$ cat config.mk
export PLATFORM = sky130hd
export DESIGN_NAME = cfg_regs
export DESIGN_NICKNAME = d
export VERILOG_FILES = /design/src/hdl/cfg_regs_pkg.sv /design/src/hdl/cfg_regs.sv /design/src/hdl/sync2.sv /design/src/hdl/addr_match.sv
export VERILOG_INCLUDE_DIRS = /design/src /design/src/hdl
export SDC_FILE = /design/constraint.sdc
export NUM_CORES = 1
export LEC_CHECK = 0
export ABC_AREA = 1
export BUFFER_PORTS_ARGS = -buffer_cell sky130_fd_sc_hd__buf_2
export CAP_MARGIN = 10
export CELL_PAD_IN_SITES_DETAIL_PLACEMENT = 0
export CELL_PAD_IN_SITES_GLOBAL_PLACEMENT = 2
export CORE_ASPECT_RATIO = 1.2
export CORE_MARGIN = 5
export CORE_UTILIZATION = 28
export CTS_BUF_LIST = sky130_fd_sc_hd__clkbuf_16
export CTS_CLUSTER_SIZE = 8
export DETAILED_ROUTE_END_ITERATION = 8
export GPL_TIMING_DRIVEN = 0
export PLACE_DENSITY_LB_ADDON = 0.1
export SLEW_MARGIN = 10
export SYNTH_ARGS = -nofsm -noshare
export SYNTH_HDL_FRONTEND = slang
export SYNTH_SLANG_ARGS = --single-unit
$ cat constraint.sdc
create_clock -name i_clk -period 3 [get_ports i_clk]
set_input_delay 0.45 -clock i_clk [delete_from_list [all_inputs] [get_ports i_clk]]
set_output_delay 0.45 -clock i_clk [all_outputs]
set_load 0.02 [all_outputs]
$ cat src/hdl/cfg_regs_map.svh
`ifndef CFG_REGS_MAP_SVH
`define CFG_REGS_MAP_SVH

// window placement in a16 space
`define WIN_BASE 16'hc000
`define WIN_STRIDE_SHIFT 6
`define WIN_OFS_W 6
// register offsets inside the 64-byte window
`define OFS_ID_LADDR 6'h00
`define OFS_MODEL 6'h02
`define OFS_STAT_CTRL 6'h04
`define OFS_SELECT 6'h08
// identification word fields
`define CLASS_REGISTER_BASED 2'b11
`define ADDR_SPACE_A16_ONLY 2'b11
// dynamic configuration address
`define LADDR_DYNAMIC 8'hff
// status bit positions
`define STAT_NOT_SEL_BIT 14
`define STAT_SLOT0_BIT 13
`define STAT_LADDR_LSB 4
`define STAT_READY_BIT 3
`define STAT_PASSED_BIT 2
// control bit positions
`define CTRL_FAIL_INH_BIT 1
`define CTRL_SOFT_RST_BIT 0
// select-line register
`define SEL_OE_BIT 13
`define SEL_LINES 13
// reset values
`define RST_FAIL_INH 1'b0
`define RST_SEL_OE 1'b0
`define RST_SEL_LEVEL 13'h0000
`define RST_LADDR 8'h00
`define RST_SOFT_CNT 4'h0
// soft reset pulse length in cycles
`define SOFT_RST_CYCLES 4'h4

`endif

$ cat src/hdl/cfg_regs_pkg.sv
`default_nettype none
package cfg_regs_pkg;
    // one slave access from the bus front end
    typedef struct packed {
        logic        strobe;
        logic        write;
        logic [15:0] addr;
        logic [15:0] wdata;
    } bus_req_s;

    typedef struct packed {
        logic        ack;
        logic [15:0] rdata;
    } bus_rsp_s;

    typedef enum logic [1:0] {
        RST_IDLE = 2'b00,
        RST_HOLD = 2'b01
    } soft_rst_e;
endpackage : cfg_regs_pkg
`default_nettype wire

$ cat src/hdl/cfg_regs.sv
`timescale 1ns/1ps
`default_nettype none
`include "cfg_regs_map.svh"

module cfg_regs #(
    parameter logic [11:0] MAKER_CODE = 12'h5a5, // arbitrary value
    parameter logic [15:0] MODEL_SLOT0 = 16'h0101, // arbitrary value
    parameter logic [15:0] MODEL_OTHER = 16'h0202 // arbitrary value
) (
    input wire logic i_clk,
    input wire logic i_sys_rst,
    input wire cfg_regs_pkg::bus_req_s i_req,
    output cfg_regs_pkg::bus_rsp_s o_rsp,
    input wire logic [7:0] i_static_laddr,
    input wire logic i_slot0_pin,
    input wire logic i_select_pin,
    input wire logic i_selftest_done,
    input wire logic i_selftest_ok,
    input wire logic i_fail_req,
    output logic o_fail_out,
    output logic o_fail_oe,
    input wire logic [12:0] i_sel_lines,
    output logic [12:0] o_sel_out,
    output logic [12:0] o_sel_oe,
    output logic o_soft_rst
);
    import cfg_regs_pkg::*;

    logic slot0_s;
    logic select_s;
    logic [12:0] lines_s;
    logic hit;
    logic [5:0] ofs;
    logic [7:0] laddr_q, laddr_d;
    logic fail_inh_q, fail_inh_d;
    logic sel_oe_q, sel_oe_d;
    logic [12:0] sel_lvl_q, sel_lvl_d;
    logic strap_done_q, strap_done_d;
    soft_rst_e rst_st_q, rst_st_d;
    logic [3:0] rst_cnt_q, rst_cnt_d;
    bus_rsp_s rsp_q, rsp_d;
    logic fail_q, fail_d;
    logic [12:0] sel_out_q, sel_out_d;
    logic [12:0] sel_oe_out_q, sel_oe_out_d;
    logic wr, rd;
    logic [15:0] id_word;
    logic [15:0] stat_word;
    logic ready_now;
    logic soft_rst_q, soft_rst_d;
    logic fail_out_q, fail_out_d;

    // control write asking for a soft reset; shared by the sequencer and its check
    function automatic logic soft_rst_req(input logic w, input logic [5:0] o, input logic [15:0] d);
        return w && (o == `OFS_STAT_CTRL) && d[`CTRL_SOFT_RST_BIT];
    endfunction : soft_rst_req

    // pins come from the backplane, so they are synchronised
    sync2 #(.W(15)) u_sync (
        .i_clk(i_clk),
        .i_sys_rst(i_sys_rst),
        .i_async({i_slot0_pin, i_select_pin, i_sel_lines}),
        .o_sync({slot0_s, select_s, lines_s})
    );

    // window decode follows the address register as soon as it changes
    addr_match u_match (
        .i_addr(i_req.addr),
        .i_laddr(laddr_q),
        .o_hit(hit),
        .o_ofs(ofs)
    );

    // readback words
    always_comb begin
        wr = i_req.strobe && i_req.write && hit && (rst_st_q == RST_IDLE);
        rd = i_req.strobe && !i_req.write && hit;
        ready_now = i_selftest_done && (rst_st_q == RST_IDLE);
        id_word = {`CLASS_REGISTER_BASED, `ADDR_SPACE_A16_ONLY, MAKER_CODE};
        stat_word = '0;
        stat_word[`STAT_NOT_SEL_BIT] = !select_s;
        stat_word[`STAT_SLOT0_BIT] = slot0_s;
        stat_word[`STAT_LADDR_LSB +: 8] = laddr_q;
        stat_word[`STAT_READY_BIT] = ready_now;
        stat_word[`STAT_PASSED_BIT] = ready_now && i_selftest_ok;
    end

    // register writes; a strap is caught one cycle after reset release
    always_comb begin
        laddr_d = laddr_q;
        fail_inh_d = fail_inh_q;
        sel_oe_d = sel_oe_q;
        sel_lvl_d = sel_lvl_q;
        strap_done_d = 1'b1;
        if (!strap_done_q) begin
            // 255 keeps the register at ff until the master assigns one
            laddr_d = i_static_laddr;
        end else if (wr) begin
            unique case (ofs)
                `OFS_ID_LADDR: laddr_d = i_req.wdata[7:0];
                `OFS_STAT_CTRL: fail_inh_d = i_req.wdata[`CTRL_FAIL_INH_BIT];
                `OFS_SELECT: begin
                    sel_oe_d = i_req.wdata[`SEL_OE_BIT];
                    if (sel_oe_q) begin
                        sel_lvl_d = i_req.wdata[`SEL_LINES-1:0];
                    end
                end
                default: ;
            endcase
        end
        // a running soft reset overrides whatever the bus asked for
        if (rst_st_q == RST_HOLD) begin
            fail_inh_d = `RST_FAIL_INH;
            sel_oe_d = `RST_SEL_OE;
        end
    end

    // soft reset sequencer; soft reset also clears driver enable
    always_comb begin
        rst_st_d = rst_st_q;
        rst_cnt_d = rst_cnt_q;
        unique case (rst_st_q)
            RST_IDLE: begin
                if (soft_rst_req(wr, ofs, i_req.wdata)) begin
                    rst_st_d = RST_HOLD;
                    rst_cnt_d = `SOFT_RST_CYCLES;
                end
            end
            RST_HOLD: begin
                rst_cnt_d = 4'(rst_cnt_q - 4'h1);
                if (rst_cnt_q == 4'h1) begin
                    rst_st_d = RST_IDLE;
                end
            end
        endcase
        // the pulse leaves from a flop so the port never glitches
        soft_rst_d = (rst_st_d == RST_HOLD);
    end

    // bus answer and pin drives, all registered
    always_comb begin
        rsp_d.ack = i_req.strobe && hit;
        rsp_d.rdata = '0;
        if (rd) begin
            unique case (ofs)
                `OFS_ID_LADDR: rsp_d.rdata = id_word;
                `OFS_MODEL: rsp_d.rdata = slot0_s ? MODEL_SLOT0 : MODEL_OTHER;
                `OFS_STAT_CTRL: rsp_d.rdata = stat_word;
                `OFS_SELECT: rsp_d.rdata = {2'b00, sel_oe_q, lines_s};
                default: rsp_d.rdata = '0;
            endcase
        end
        fail_d = i_fail_req && !fail_inh_q;
        sel_out_d = sel_lvl_q;
        sel_oe_out_d = {13{sel_oe_q}};
        fail_out_d = 1'b0; // open collector, so only low is ever driven
    end

    // register group; soft reset clears are already folded into the next values
    always_ff @(posedge i_clk or posedge i_sys_rst) begin
        if (i_sys_rst) begin
            laddr_q <= `RST_LADDR;
            fail_inh_q <= `RST_FAIL_INH;
            sel_oe_q <= `RST_SEL_OE;
            sel_lvl_q <= `RST_SEL_LEVEL;
            strap_done_q <= 1'b0;
        end else begin
            laddr_q <= laddr_d;
            fail_inh_q <= fail_inh_d;
            sel_oe_q <= sel_oe_d;
            sel_lvl_q <= sel_lvl_d;
            strap_done_q <= strap_done_d;
        end
    end

    // soft reset sequencer state
    always_ff @(posedge i_clk or posedge i_sys_rst) begin
        if (i_sys_rst) begin
            rst_st_q <= RST_IDLE;
            rst_cnt_q <= `RST_SOFT_CNT;
            soft_rst_q <= 1'b0;
        end else begin
            rst_st_q <= rst_st_d;
            rst_cnt_q <= rst_cnt_d;
            soft_rst_q <= soft_rst_d;
        end
    end

    // bus answer and pin drives
    always_ff @(posedge i_clk or posedge i_sys_rst) begin
        if (i_sys_rst) begin
            rsp_q <= '0;
            fail_q <= 1'b0;
            fail_out_q <= 1'b0;
            sel_out_q <= '0;
            sel_oe_out_q <= '0;
        end else begin
            rsp_q <= rsp_d;
            fail_q <= fail_d;
            fail_out_q <= fail_out_d;
            sel_out_q <= sel_out_d;
            sel_oe_out_q <= sel_oe_out_d;
        end
    end

    // every output leaves straight from a flop
    assign o_fail_out = fail_out_q;
    assign o_fail_oe = fail_q;
    assign o_rsp = rsp_q;
    assign o_sel_out = sel_out_q;
    assign o_sel_oe = sel_oe_out_q;
    assign o_soft_rst = soft_rst_q;

    id_word_a: assert property (@(posedge i_clk) disable iff (i_sys_rst)
        (rd && ofs == `OFS_ID_LADDR) |=> (o_rsp.rdata == {4'hf, MAKER_CODE}))
        else $error("id word wrong");
    laddr_load_a: assert property (@(posedge i_clk) disable iff (i_sys_rst)
        (wr && strap_done_q && ofs == `OFS_ID_LADDR) |=> (laddr_q == $past(i_req.wdata[7:0])))
        else $error("address not loaded");
    strap_load_a: assert property (@(posedge i_clk) disable iff (i_sys_rst)
        !strap_done_q |=> (laddr_q == $past(i_static_laddr)))
        else $error("strap not preloaded");
    model_code_a: assert property (@(posedge i_clk) disable iff (i_sys_rst)
        (rd && ofs == `OFS_MODEL) |=> (o_rsp.rdata == ($past(slot0_s) ? MODEL_SLOT0 : MODEL_OTHER)))
        else $error("model code wrong");
    status_laddr_a: assert property (@(posedge i_clk) disable iff (i_sys_rst)
        (rd && ofs == `OFS_STAT_CTRL) |=> (o_rsp.rdata[11:4] == $past(laddr_q)))
        else $error("status address wrong");
    passed_gate_a: assert property (@(posedge i_clk) disable iff (i_sys_rst)
        (rd && ofs == `OFS_STAT_CTRL && !ready_now) |=> (o_rsp.rdata[3:2] == 2'b00))
        else $error("passed before ready");
    fail_inhibit_a: assert property (@(posedge i_clk) disable iff (i_sys_rst)
        fail_inh_q |=> !o_fail_oe)
        else $error("fail line driven while inhibited");
    soft_rst_a: assert property (@(posedge i_clk) disable iff (i_sys_rst)
        soft_rst_req(wr, ofs, i_req.wdata) |=> o_soft_rst [*4] ##1 !o_soft_rst)
        else $error("soft reset length wrong");
    sel_hold_a: assert property (@(posedge i_clk) disable iff (i_sys_rst)
        (!sel_oe_q && strap_done_q) |=> (sel_lvl_q == $past(sel_lvl_q)))
        else $error("levels changed while disabled");
    unused_zero_a: assert property (@(posedge i_clk) disable iff (i_sys_rst)
        (rd && (ofs == 6'h06 || ofs > 6'h08)) |=> (o_rsp.rdata == 16'h0000))
        else $error("unused offset nonzero");

    // answer timing, status fields and control and pin effects, each one cycle after its cause
    miss_no_ack_a: assert property (@(posedge i_clk) disable iff (i_sys_rst)
        (i_req.strobe && !hit) |=> !o_rsp.ack)
        else $error("ack given on a miss");
    hit_ack_a: assert property (@(posedge i_clk) disable iff (i_sys_rst)
        (i_req.strobe && hit) |=> o_rsp.ack)
        else $error("no ack on a hit");
    not_sel_a: assert property (@(posedge i_clk) disable iff (i_sys_rst)
        (rd && ofs == `OFS_STAT_CTRL) |=> (o_rsp.rdata[`STAT_NOT_SEL_BIT] == !$past(select_s)))
        else $error("select flag wrong");
    slot0_flag_a: assert property (@(posedge i_clk) disable iff (i_sys_rst)
        (rd && ofs == `OFS_STAT_CTRL) |=> (o_rsp.rdata[`STAT_SLOT0_BIT] == $past(slot0_s)))
        else $error("slot flag wrong");
    ready_flag_a: assert property (@(posedge i_clk) disable iff (i_sys_rst)
        (rd && ofs == `OFS_STAT_CTRL && !i_selftest_done) |=> !o_rsp.rdata[`STAT_READY_BIT])
        else $error("ready while self-test runs");
    status_unused_a: assert property (@(posedge i_clk) disable iff (i_sys_rst)
        (rd && ofs == `OFS_STAT_CTRL) |=> (o_rsp.rdata[15] == 1'b0 && o_rsp.rdata[12] == 1'b0 && o_rsp.rdata[1:0] == 2'b00))
        else $error("unused status bits nonzero");
    read_idle_a: assert property (@(posedge i_clk) disable iff (i_sys_rst)
        !rd |=> (o_rsp.rdata == 16'h0000))
        else $error("read data without a read");
    fail_drive_a: assert property (@(posedge i_clk) disable iff (i_sys_rst)
        (i_fail_req && !fail_inh_q) |=> o_fail_oe)
        else $error("fail line not driven");
    soft_clear_a: assert property (@(posedge i_clk) disable iff (i_sys_rst)
        (rst_st_q == RST_HOLD) |=> (!fail_inh_q && !sel_oe_q))
        else $error("soft reset left controls set");
    sel_enable_a: assert property (@(posedge i_clk) disable iff (i_sys_rst)
        sel_oe_q |=> (o_sel_oe == 13'h1fff))
        else $error("drivers not enabled");
    sel_drive_a: assert property (@(posedge i_clk) disable iff (i_sys_rst)
        strap_done_q |=> (o_sel_out == $past(sel_lvl_q)))
        else $error("drive levels wrong");
    strap_keep_a: assert property (@(posedge i_clk) disable iff (i_sys_rst)
        (strap_done_q && !wr) |=> (laddr_q == $past(laddr_q)))
        else $error("address changed without a write");
endmodule : cfg_regs
`default_nettype wire

$ cat src/hdl/sync2.sv
`timescale 1ns/1ps
`default_nettype none
// two-flop synchroniser for pin levels
module sync2 #(
    parameter int W = 1
) (
    input wire logic i_clk,
    input wire logic i_sys_rst,
    input wire logic [W-1:0] i_async,
    output logic [W-1:0] o_sync
);
    logic [W-1:0] meta_q;
    logic [W-1:0] meta_d;
    logic [W-1:0] sync_q;
    logic [W-1:0] sync_d;

    // first stage only feeds second stage
    always_comb begin
        meta_d = i_async;
        sync_d = meta_q;
    end

    always_ff @(posedge i_clk or posedge i_sys_rst) begin
        if (i_sys_rst) begin
            meta_q <= '0;
            sync_q <= '0;
        end else begin
            meta_q <= meta_d;
            sync_q <= sync_d;
        end
    end

    assign o_sync = sync_q;
endmodule : sync2
`default_nettype wire

$ cat src/hdl/addr_match.sv
`timescale 1ns/1ps
`default_nettype none
`include "cfg_regs_map.svh"
// decides whether an a16 address hits this module's window
module addr_match (
    input wire logic [15:0] i_addr,
    input wire logic [7:0] i_laddr,
    output logic o_hit,
    output logic [5:0] o_ofs
);
    logic [15:0] base;

    // base = c000 + laddr * 40
    always_comb begin
        base = 16'(`WIN_BASE + (16'(i_laddr) << `WIN_STRIDE_SHIFT));
        o_hit = (i_addr[15:`WIN_OFS_W] == base[15:`WIN_OFS_W]);
        o_ofs = i_addr[`WIN_OFS_W-1:0];
    end
endmodule : addr_match
`default_nettype wire

-- Word level (Yosys, flattened, before mapping)
Index checks and enable logic that the tools add are counted.
Widths: inputs -> output; s select.
- mux-type cells: 19
- reductions and logical operators: 24
- add/subtract/negate cells: 2
- equality and inequality tests: 10
- operator list (kind ; count):
    $pmux 16 s4 ; 1
    $mux 8 ; 3
    $add 15x15->16 const A ; 1
    $mux 16 ; 1
    $logic_and 1x1->1 ; 11
    $eq 10x10->1 ; 1
    $mux 10 ; 1
    $mux 1 ; 8
    $pmux 4 s2 ; 1
    $reduce_bool 2->1 ; 4
    $eq 6x2->1 const B ; 1
    $eq 6x3->1 const B ; 1
    $eq 6x4->1 const B ; 1
    $logic_not 6->1 ; 1
    $ne 2x1->1 const B ; 3
    $reduce_and 3->1 ; 2
    $eq 2x1->1 const B ; 2
    $eq 4x1->1 const B ; 1
    $mux 2 ; 2
    $mux 4 ; 1
    $pmux 2 s2 ; 1
    $reduce_and 4->1 ; 1
    $sub 4x1->4 const B ; 1
    $logic_not 1->1 ; 3
    other kinds (2) ; 2
- word-level logic and storage cells: 70
- bits of input ports: 62
- bits in registers: 93
- output and inout port bits: 46

-- Longest topological paths before layout
Gate-level depths: netlist (run 1).
- depth after elaboration: 9
- depth in mapped cells: 11

-- Hierarchy
From an unflattened synthesis (run 1), not the netlist that was laid out.
- cells, all modules: 391
- area, all modules: 3747.3 sq um
- by module, submodules not included (module ; cells an instance ; area each (sq um) ; instances):
    cfg_regs ; 317 ; 2796.4 ; 1
    sync2 ; 31 ; 754.5 ; 1
    addr_match ; 43 ; 196.4 ; 1

-- Worst setup path before layout (run 1)
Ideal clock, no wire load.
- path kind: in2reg
- start point: in i_req[16] (netlist name)
- end point: reg sel_lvl_q[2]
- buffers on the path: 1
- library setup time: 117 ps
- setup slack: 1463 ps
- data arrival time: 1420 ps
- cell stages on the path: 9
- data required time: 2883 ps
- cells stage by stage: nor2_2 > nand2_1 > nor2_2 > nand3_1 > nor2_2 > nand4_4 > buf_6 > nand2_2 > o21ai_2
- cells in the longest elaborated chain, start to end: 2
- RTL lines (what ; line ; text):
    start: declaration ; cfg_regs.sv:12 ; input wire cfg_regs_pkg::bus_req_s i_req,
    $eq 6x4->1 ; cfg_regs.sv:98 ; unique case (ofs)
    $reduce_and 4->1 (no line) ; n/a ;
    end signal: assignment ; cfg_regs.sv:164 ; sel_lvl_q <= `RST_SEL_LEVEL;
    end signal: assignment ; cfg_regs.sv:170 ; sel_lvl_q <= sel_lvl_d;
    end: declaration ; cfg_regs.sv:37 ; logic [12:0] sel_lvl_q, sel_lvl_d;
No other way between the ends.
A chain may end at the register's enable or synchronous reset.

-- Worst setup path in the final report (run 1)
- start point: reg, netlist name o_sel_oe[0]
- end point: out o_sel_oe[10]
- RTL lines (what ; line ; text):
    end: declaration ; cfg_regs.sv:24 ; output logic [12:0] o_sel_oe,
No word-level cell between the ends.

==> results of run 1 <==
-- stage by stage --
| stage | utilization | hold slack [ps] | total power [uW] | worst slack, ps | TNS (ps) |
|---|---|---|---|---|---|
| final | 0.3678 | 120.3 | 2515 | 1325 | 0 |
| after global routing | 0.3678 | 161.7 | 2635 | 1176 | 0 |
| after CTS | 0.3678 | 129.1 | 2558 | 1296 | 0 |
| after detailed placement | 0.3467 | 334.7 | 1498 | 992.6 | 0 |
| after global placement | 0.3444 | 333.8 | 1492 | -1094 | -100920 |
| after floorplan | - | 331.2 | 1418 | 129.7 | 0 |
-- cell families (layout without fill, tap and decap cells) --
group,Yosys count,count (layout),synth area share
simple gates,147,147,0.1811
flops,93,93,0.6331
buf+inv,64,185,0.08509
compound gates,54,54,0.08713
fa+ha+maj,2,2,0.006806
other cells,2,2,0.002043
xor+xnor,2,2,0.004766
-- flip-flops by register name (all words and copies together) (netlist names) --
register	cells
rst_st_q	2
o_fail_oe	1
sel_oe_q	1
fail_inh_q	1
o_sel_out	13
o_soft_rst	1
strap_done_q	1
o_sel_oe	1
laddr_q	8
o_rsp	17
sel_lvl_q	13
rst_cnt_q	4
u_sync.o_sync	15
u_sync.meta_q	15
-- area by class of cell --
type / count / area (um2) / share of cell area
Sequential cell: 93 / 2327 / 0.4951
Multi-Input combinational cell: 207 / 1036 / 0.2204
Timing Repair Buffer: 105 / 548.0 / 0.1166
Clock buffer: 9 / 225.2 / 0.04791
Tap cell: 164 / 205.2 / 0.04365
Inverter: 45 / 171.4 / 0.03647
Buffer: 19 / 143.9 / 0.03061
Clock inverter: 7 / 43.79 / 0.009316
-- report_power, final --
group / total, uW / switching, uW / internal, uW
clock network: 1050 / 490 / 556
registers: 1310 / 18.9 / 1290
logic: 163 / 100 / 62.1
total: 2510 / 609 / 1910
-- final timing paths --
check                                            start                     endpoint  slack [ps]  depth (start not counted)
max                              o_sel_oe[0]$_DFF_PP0_                 o_sel_oe[10]        1330                          2
min                                          i_sys_rst   u_sync.o_sync[1]$_DFF_PP0_         120                          2
max reg2reg                     laddr_q[6]$_DFFE_PP0P_     sel_lvl_q[1]$_DFFE_PP0P_        1390                          8
min reg2reg                u_sync.meta_q[11]$_DFF_PP0_  u_sync.o_sync[11]$_DFF_PP0_         340                          0
max in group asynchronous                    i_sys_rst     rst_cnt_q[0]$_DFFE_PP0P_        2220                          3
min in group i_clk                     i_sel_lines[10]  u_sync.meta_q[10]$_DFF_PP0_         210                          1
-- worst max-delay path: stages (launching register included) --
cell     delay (ps)
dfrtp_1         560
buf_4           170
buf_2           150
-- per-layer routing --
layer,share of wire,global-route usage
met1,0.44,0.1571
met2,0.48,0.1951
met3,0.065,0.03575
met4,0.021,0.06139
met5,0,0
-- cell usage in the layout, fill, tap and decap left out, types with 7 or more instances in the layout --
| cell | n |
|---|---|
| o21ai_0 | 18 |
| nand2_1 | 80 |
| nand3_1 | 14 |
| buf_4 | 13 |
| buf_2 | 105 |
| nand2_2 | 9 |
| o21ai_2 | 13 |
| nor2_1 | 29 |
| dfrtp_1 | 93 |
| nor2_2 | 7 |
| clkbuf_16 | 9 |
| a21oi_1 | 21 |
| inv_1 | 41 |
==> impl_metrics.py, run 1 <==
metrics = {
    "pwr": {
        "vdd_drop_max_uv": 280.5,
        "power.density_nw_per_um2": 535.0,
        "p_leak_uw": 0.002546,
    },
    "clocking": {
        "numClockSinks": 93,
        "cts_setup_buffers": 0,
        "cts_max_path_buffers": 2,
        "clock_latency_ps": 340,
        "cts_tree": "yes",
        "ctsHoldBuffers": 0,
        "cts_root_buf": "clkbuf_16",
        "cts_buffers": 9,
        "clk_pin_slew_ps": 70,
        "ctsHtreeMaxLevel": 3,
        "post_cts_resized": 0,
    },
    "flow_run": {
        "max-cap-violations": 0,
    },
    "grt": {
        "grt.overflow.total": 0,
        "grt_max_degree": 61,
        "grt_pass1_vias": 2795,
        "gr-usage-all-layers": 0.1247,
        "antenna_found_initial": 0,
        "grt_pass1_wl_mm": 14.57,
    },
    "timing": {
        "finalSetupViolations": 0,
        "hold_viol": 0,
        "slew_viol_final": 0,
        "rsz0062_at_grt": "no",
        "fmax_ghz": 0.5971,
        "finalCriticalPeriod_ps": 1675,
        "fin_crit_sh": 0.5583,
        "skew_ps": 3.892,
    },
    "min_path": {
        "min-delay-path-class": "input port to asynchronous set/reset pin",
    },
    "logic_synthesis": {
        "ys_ff_latch": 93,
        "synth_area_leader_cell": "dfrtp_1",
        "synth.most_common_cell": "dfrtp_1",
        "synthDistinctLibCells": 28,
        "synth_fp_nets": 428,
        "mappedNetlistArea_um2": 3676,
        "async_reset_ff_frac": 1.000,
        "syn_inst": 364,
        "synth_common_cells": "93 x dfrtp_1, 80 x nand2_1, 41 x inv_1, 29 x nor2_1, 21 x a21oi_1",
        "syn-mean-instance-area_um2": 10.10,
        "synthDominantCellAreaShare": 0.6331,
        "synth-seq-area-share": 0.6331,
        "synthFlopType": "dfrtp_1",
        "yosysWarnings": 0,
        "synth_area_leaders": "dfrtp_1 63%, nand2_1 8.2%, inv_1 4.2%",
        "synth-edff-count": 0,
    },
    "floorplan": {
        "start_util": 0.2876,
        "die-area_um2": 15530,
        "core_um2": 12780,
        "rows": 45,
        "dieHeight_um": 135.5,
        "io_pins": 108,
        "die_w_um": 114.6,
    },
    "placement": {
        "place_hpwl_mm": 6.729,
        "placed_area_um2": 4432,
        "gp_congestion": 0.6788,
        "portBuffers": 104,
        "dp_cells": 633,
    },
    "outcome": {
        "status": "completed",
    },
    "worst_setup_path": {
        "cp-start-kind": "flip-flop",
        "cp_max_fo": 13,
        "critPathArrivalTime_ps": 1220,
        "crit_required_ps": 2550,
        "critPathCaptureType": "output port",
        "path_class": "flip-flop to output port",
    },
    "routing": {
        "viasPerCell": 4.112,
        "dr.pass1.iters": 4,
        "vias": 2669,
        "drt-wirelength-per-cell_um": 14.00,
        "wirelength_mm": 9.084,
        "postRouteAntennaNets": 0,
        "drtIter0Drc": 97,
        "drc_errors": 0,
    },
    "cells_and_area": {
        "final_cells": 649,
        "area_delta_synth_final_pct": 27.88,
        "fill_cells": 1322,
        "drive_gt1_frac": 0.3588,
        "final_area_um2": 4701,
        "antenna_cells": 0,
        "nNetsFinal": 544,
    },
}
Power figures use the tool's default switching activity.
==> run 2, diff against run 1 <==
==> constraint.sdc (replaced) <==
create_clock -name i_clk -period 1.4 [get_ports i_clk]
set_input_delay 0.21 -clock i_clk [delete_from_list [all_inputs] [get_ports i_clk]]
set_output_delay 0.21 -clock i_clk [all_outputs]
set_load 0.02 [all_outputs]
==> impl_metrics.py, run 2 (synthesis results as in run 1) <==
metrics = {
    "timing": {
        "hold_ws_ps": -42.56,
        "finalSetupViolations": 44,
        "worstMarginPinSlew_ps": 656.7,
        "slew_viol_final": 0,
        "skew_ps": 6.085,
        "setup_ws_ps": -167.4,
        "max_slew_margin": 0.5613,
        "rsz0062_at_grt": "yes",
        "finalCriticalPeriod_ps": 1567,
        "hold_viol": 28,
        "fin_crit_sh": 1.120,
        "fmax_ghz": 0.6380,
    },
    "floorplan": {
        "start_util": 0.2876,
        "io_pins": 108,
        "core_um2": 12780,
        "die-area_um2": 15530,
        "rows": 45,
        "dieHeight_um": 135.5,
        "die_w_um": 114.6,
    },
    "clocking": {
        "cts_tree": "yes",
        "clk_pin_slew_ps": 60,
        "cts_root_buf": "clkbuf_16",
        "cts_max_path_buffers": 2,
        "clock_latency_ps": 340,
        "cts_buffers": 9,
        "numClockSinks": 93,
        "ctsHtreeMaxLevel": 3,
    },
    "worst_setup_path": {
        "path_class": "flip-flop to flip-flop",
        "critPathArrivalTime_ps": 1840,
        "critPathCaptureType": "flip-flop",
        "cp-start-kind": "flip-flop",
        "crit_required_ps": 1670,
        "cp_max_fo": 6,
    },
    "routing": {
        "dr.pass1.iters": 4,
        "drc_errors": 0,
        "wirelength_mm": 9.346,
        "drtIter0Drc": 142,
        "postRouteAntennaNets": 0,
        "vias": 2795,
        "viasPerCell": 4.086,
        "drt-wirelength-per-cell_um": 13.66,
    },
    "grt": {
        "grt.overflow.total": 0,
        "grt_pass1_wl_mm": 15.34,
        "grt_pass1_vias": 2978,
        "gr-usage-all-layers": 0.1297,
        "grt_max_degree": 36,
        "antenna_found_initial": 1,
    },
    "pwr": {
        "p_sw_uw": 1285,
        "p_leak_uw": 0.002787,
        "p_int_uw": 4334,
        "vdd_drop_max_uv": 469.5,
        "power.switching_fraction": 0.2286,
        "seqPwrFrac": 0.498,
        "pwr-share-clk": 0.418,
        "pwr-share-comb": 0.084,
        "power.density_nw_per_um2": 1053,
    },
    "placement": {
        "dp_slack_ps": -323.2,
        "dp_cells": 634,
        "gp_congestion": 0.7367,
        "portBuffers": 104,
        "place_hpwl_mm": 6.812,
    },
    "cells_and_area": {
        "drive_gt1_frac": 0.4481,
        "antenna_cells": 0,
        "largest_reg_flops": 17,
        "final_cells": 684,
        "final_common_cell": "buf_2",
        "area_delta_synth_final_pct": 45.10,
        "mostFrequentLayoutCells": "105 x buf_2, 91 x dfrtp_1, 66 x nand2_1",
        "nNetsFinal": 581,
    },
    "min_path": {
        "min-delay-path-class": "input port to asynchronous set/reset pin",
    },
    "outcome": {
        "status": "finished, violations left",
        "failed_checks": "hold timing, setup timing",
    },
    "flow_run": {
        "max-cap-violations": 0,
    },
}
## run 2: changes by cell type in the layout (fill, tap and decap cells not counted), moves of 7 or more
cell,delta
dlygate4sd3_1,+15
buf_12,+8
a21oi_1,-8
buf_4,+11
a21oi_2,+8
nand2_4,+7
nand2_1,-14
nor2_1,-8
## run 2: critical path, cell delays in order (launching register included)
cell and delay [ps]:
dfrtp_2 430, xor2_1 140, nor2_1 120, nand3_2 90, nor2_4 130, buf_4 140
buf_12 100, buf_6 90, nand3_4 110, a21oi_2 140
## run 2: power by group through the flow
stage | Sequential, uW | Combinational (uW) | Clock (uW)
after floorplan | 2840 | 198 | 0
after global placement | 2850 | 346 | 0
after detailed placement | 2850 | 362 | 0
after CTS | 2800 | 429 | 2430
after global routing | 2810 | 544 | 2510
final | 2800 | 472 | 2350
## run 2: metal layers
metal / track usage / vias up / wire, um
li1: - / 1421 / -
met1: 0.1668 / 1293 / 4170
met2: 0.2016 / 65 / 4394
met3: 0.03664 / 14 / 595
met4: 0.05941 / 2 / 178
met5: 0 / - / 7
## run 2: worst paths after layout
check	startpoint	to	slack, ps	cells after the start
setup reg to reg	laddr_q[6]$_DFFE_PP0P_	o_rsp[5]$_DFF_PP0_	-170	9
hold reg to reg	u_sync.meta_q[7]$_DFF_PP0_	u_sync.o_sync[7]$_DFF_PP0_	350	0
setup / recovery	laddr_q[6]$_DFFE_PP0P_	o_rsp[5]$_DFF_PP0_	-170	9
max in group asynchronous	i_sys_rst	o_sel_oe[0]$_DFF_PP0_	610	4
hold / removal	i_sys_rst	u_sync.meta_q[1]$_DFF_PP0_	-40	2
min in group i_clk	i_fail_req	o_fail_oe$_DFF_PP0_	70	3
## run 2: stage by stage
stage / hold slack [ps] / utilization / power [uW] / setup TNS [ps] / cell area, um2
after floorplan: 241.4 / - / 3038 / -161.5 / 3680
after global routing: 14.77 / 0.4173 / 5857 / -9599 / 5334
after CTS: -32.13 / 0.3982 / 5656 / -7354 / 5090
after detailed placement: 319.9 / 0.3478 / 3214 / -10470 / 4446
after global placement: 319.7 / 0.3447 / 3198 / -67990 / 4405
final: -42.56 / 0.4173 / 5619 / -4712 / 5334
## run 2: layout make-up
cell class,count,area (um2)
Tap cell,164,205.2
Timing Repair Buffer,142,970.9
Buffer,19,166.4
Clock buffer,9,225.2
Fill cell,1302,7447
Clock inverter,5,53.80
Multi-Input combinational cell,207,1210
Inverter,45,172.7
Sequential cell,93,2330
## run 2: timing repair
item                       in CTS  in global routing
setup endpoints to repair      57                 45
buffers inserted               12                  8
resized for setup              19                 44
hold buffers                   15                  0
gates cloned                    1                  1
hold endpoints to repair       43                  0
pin swaps                       5                  7
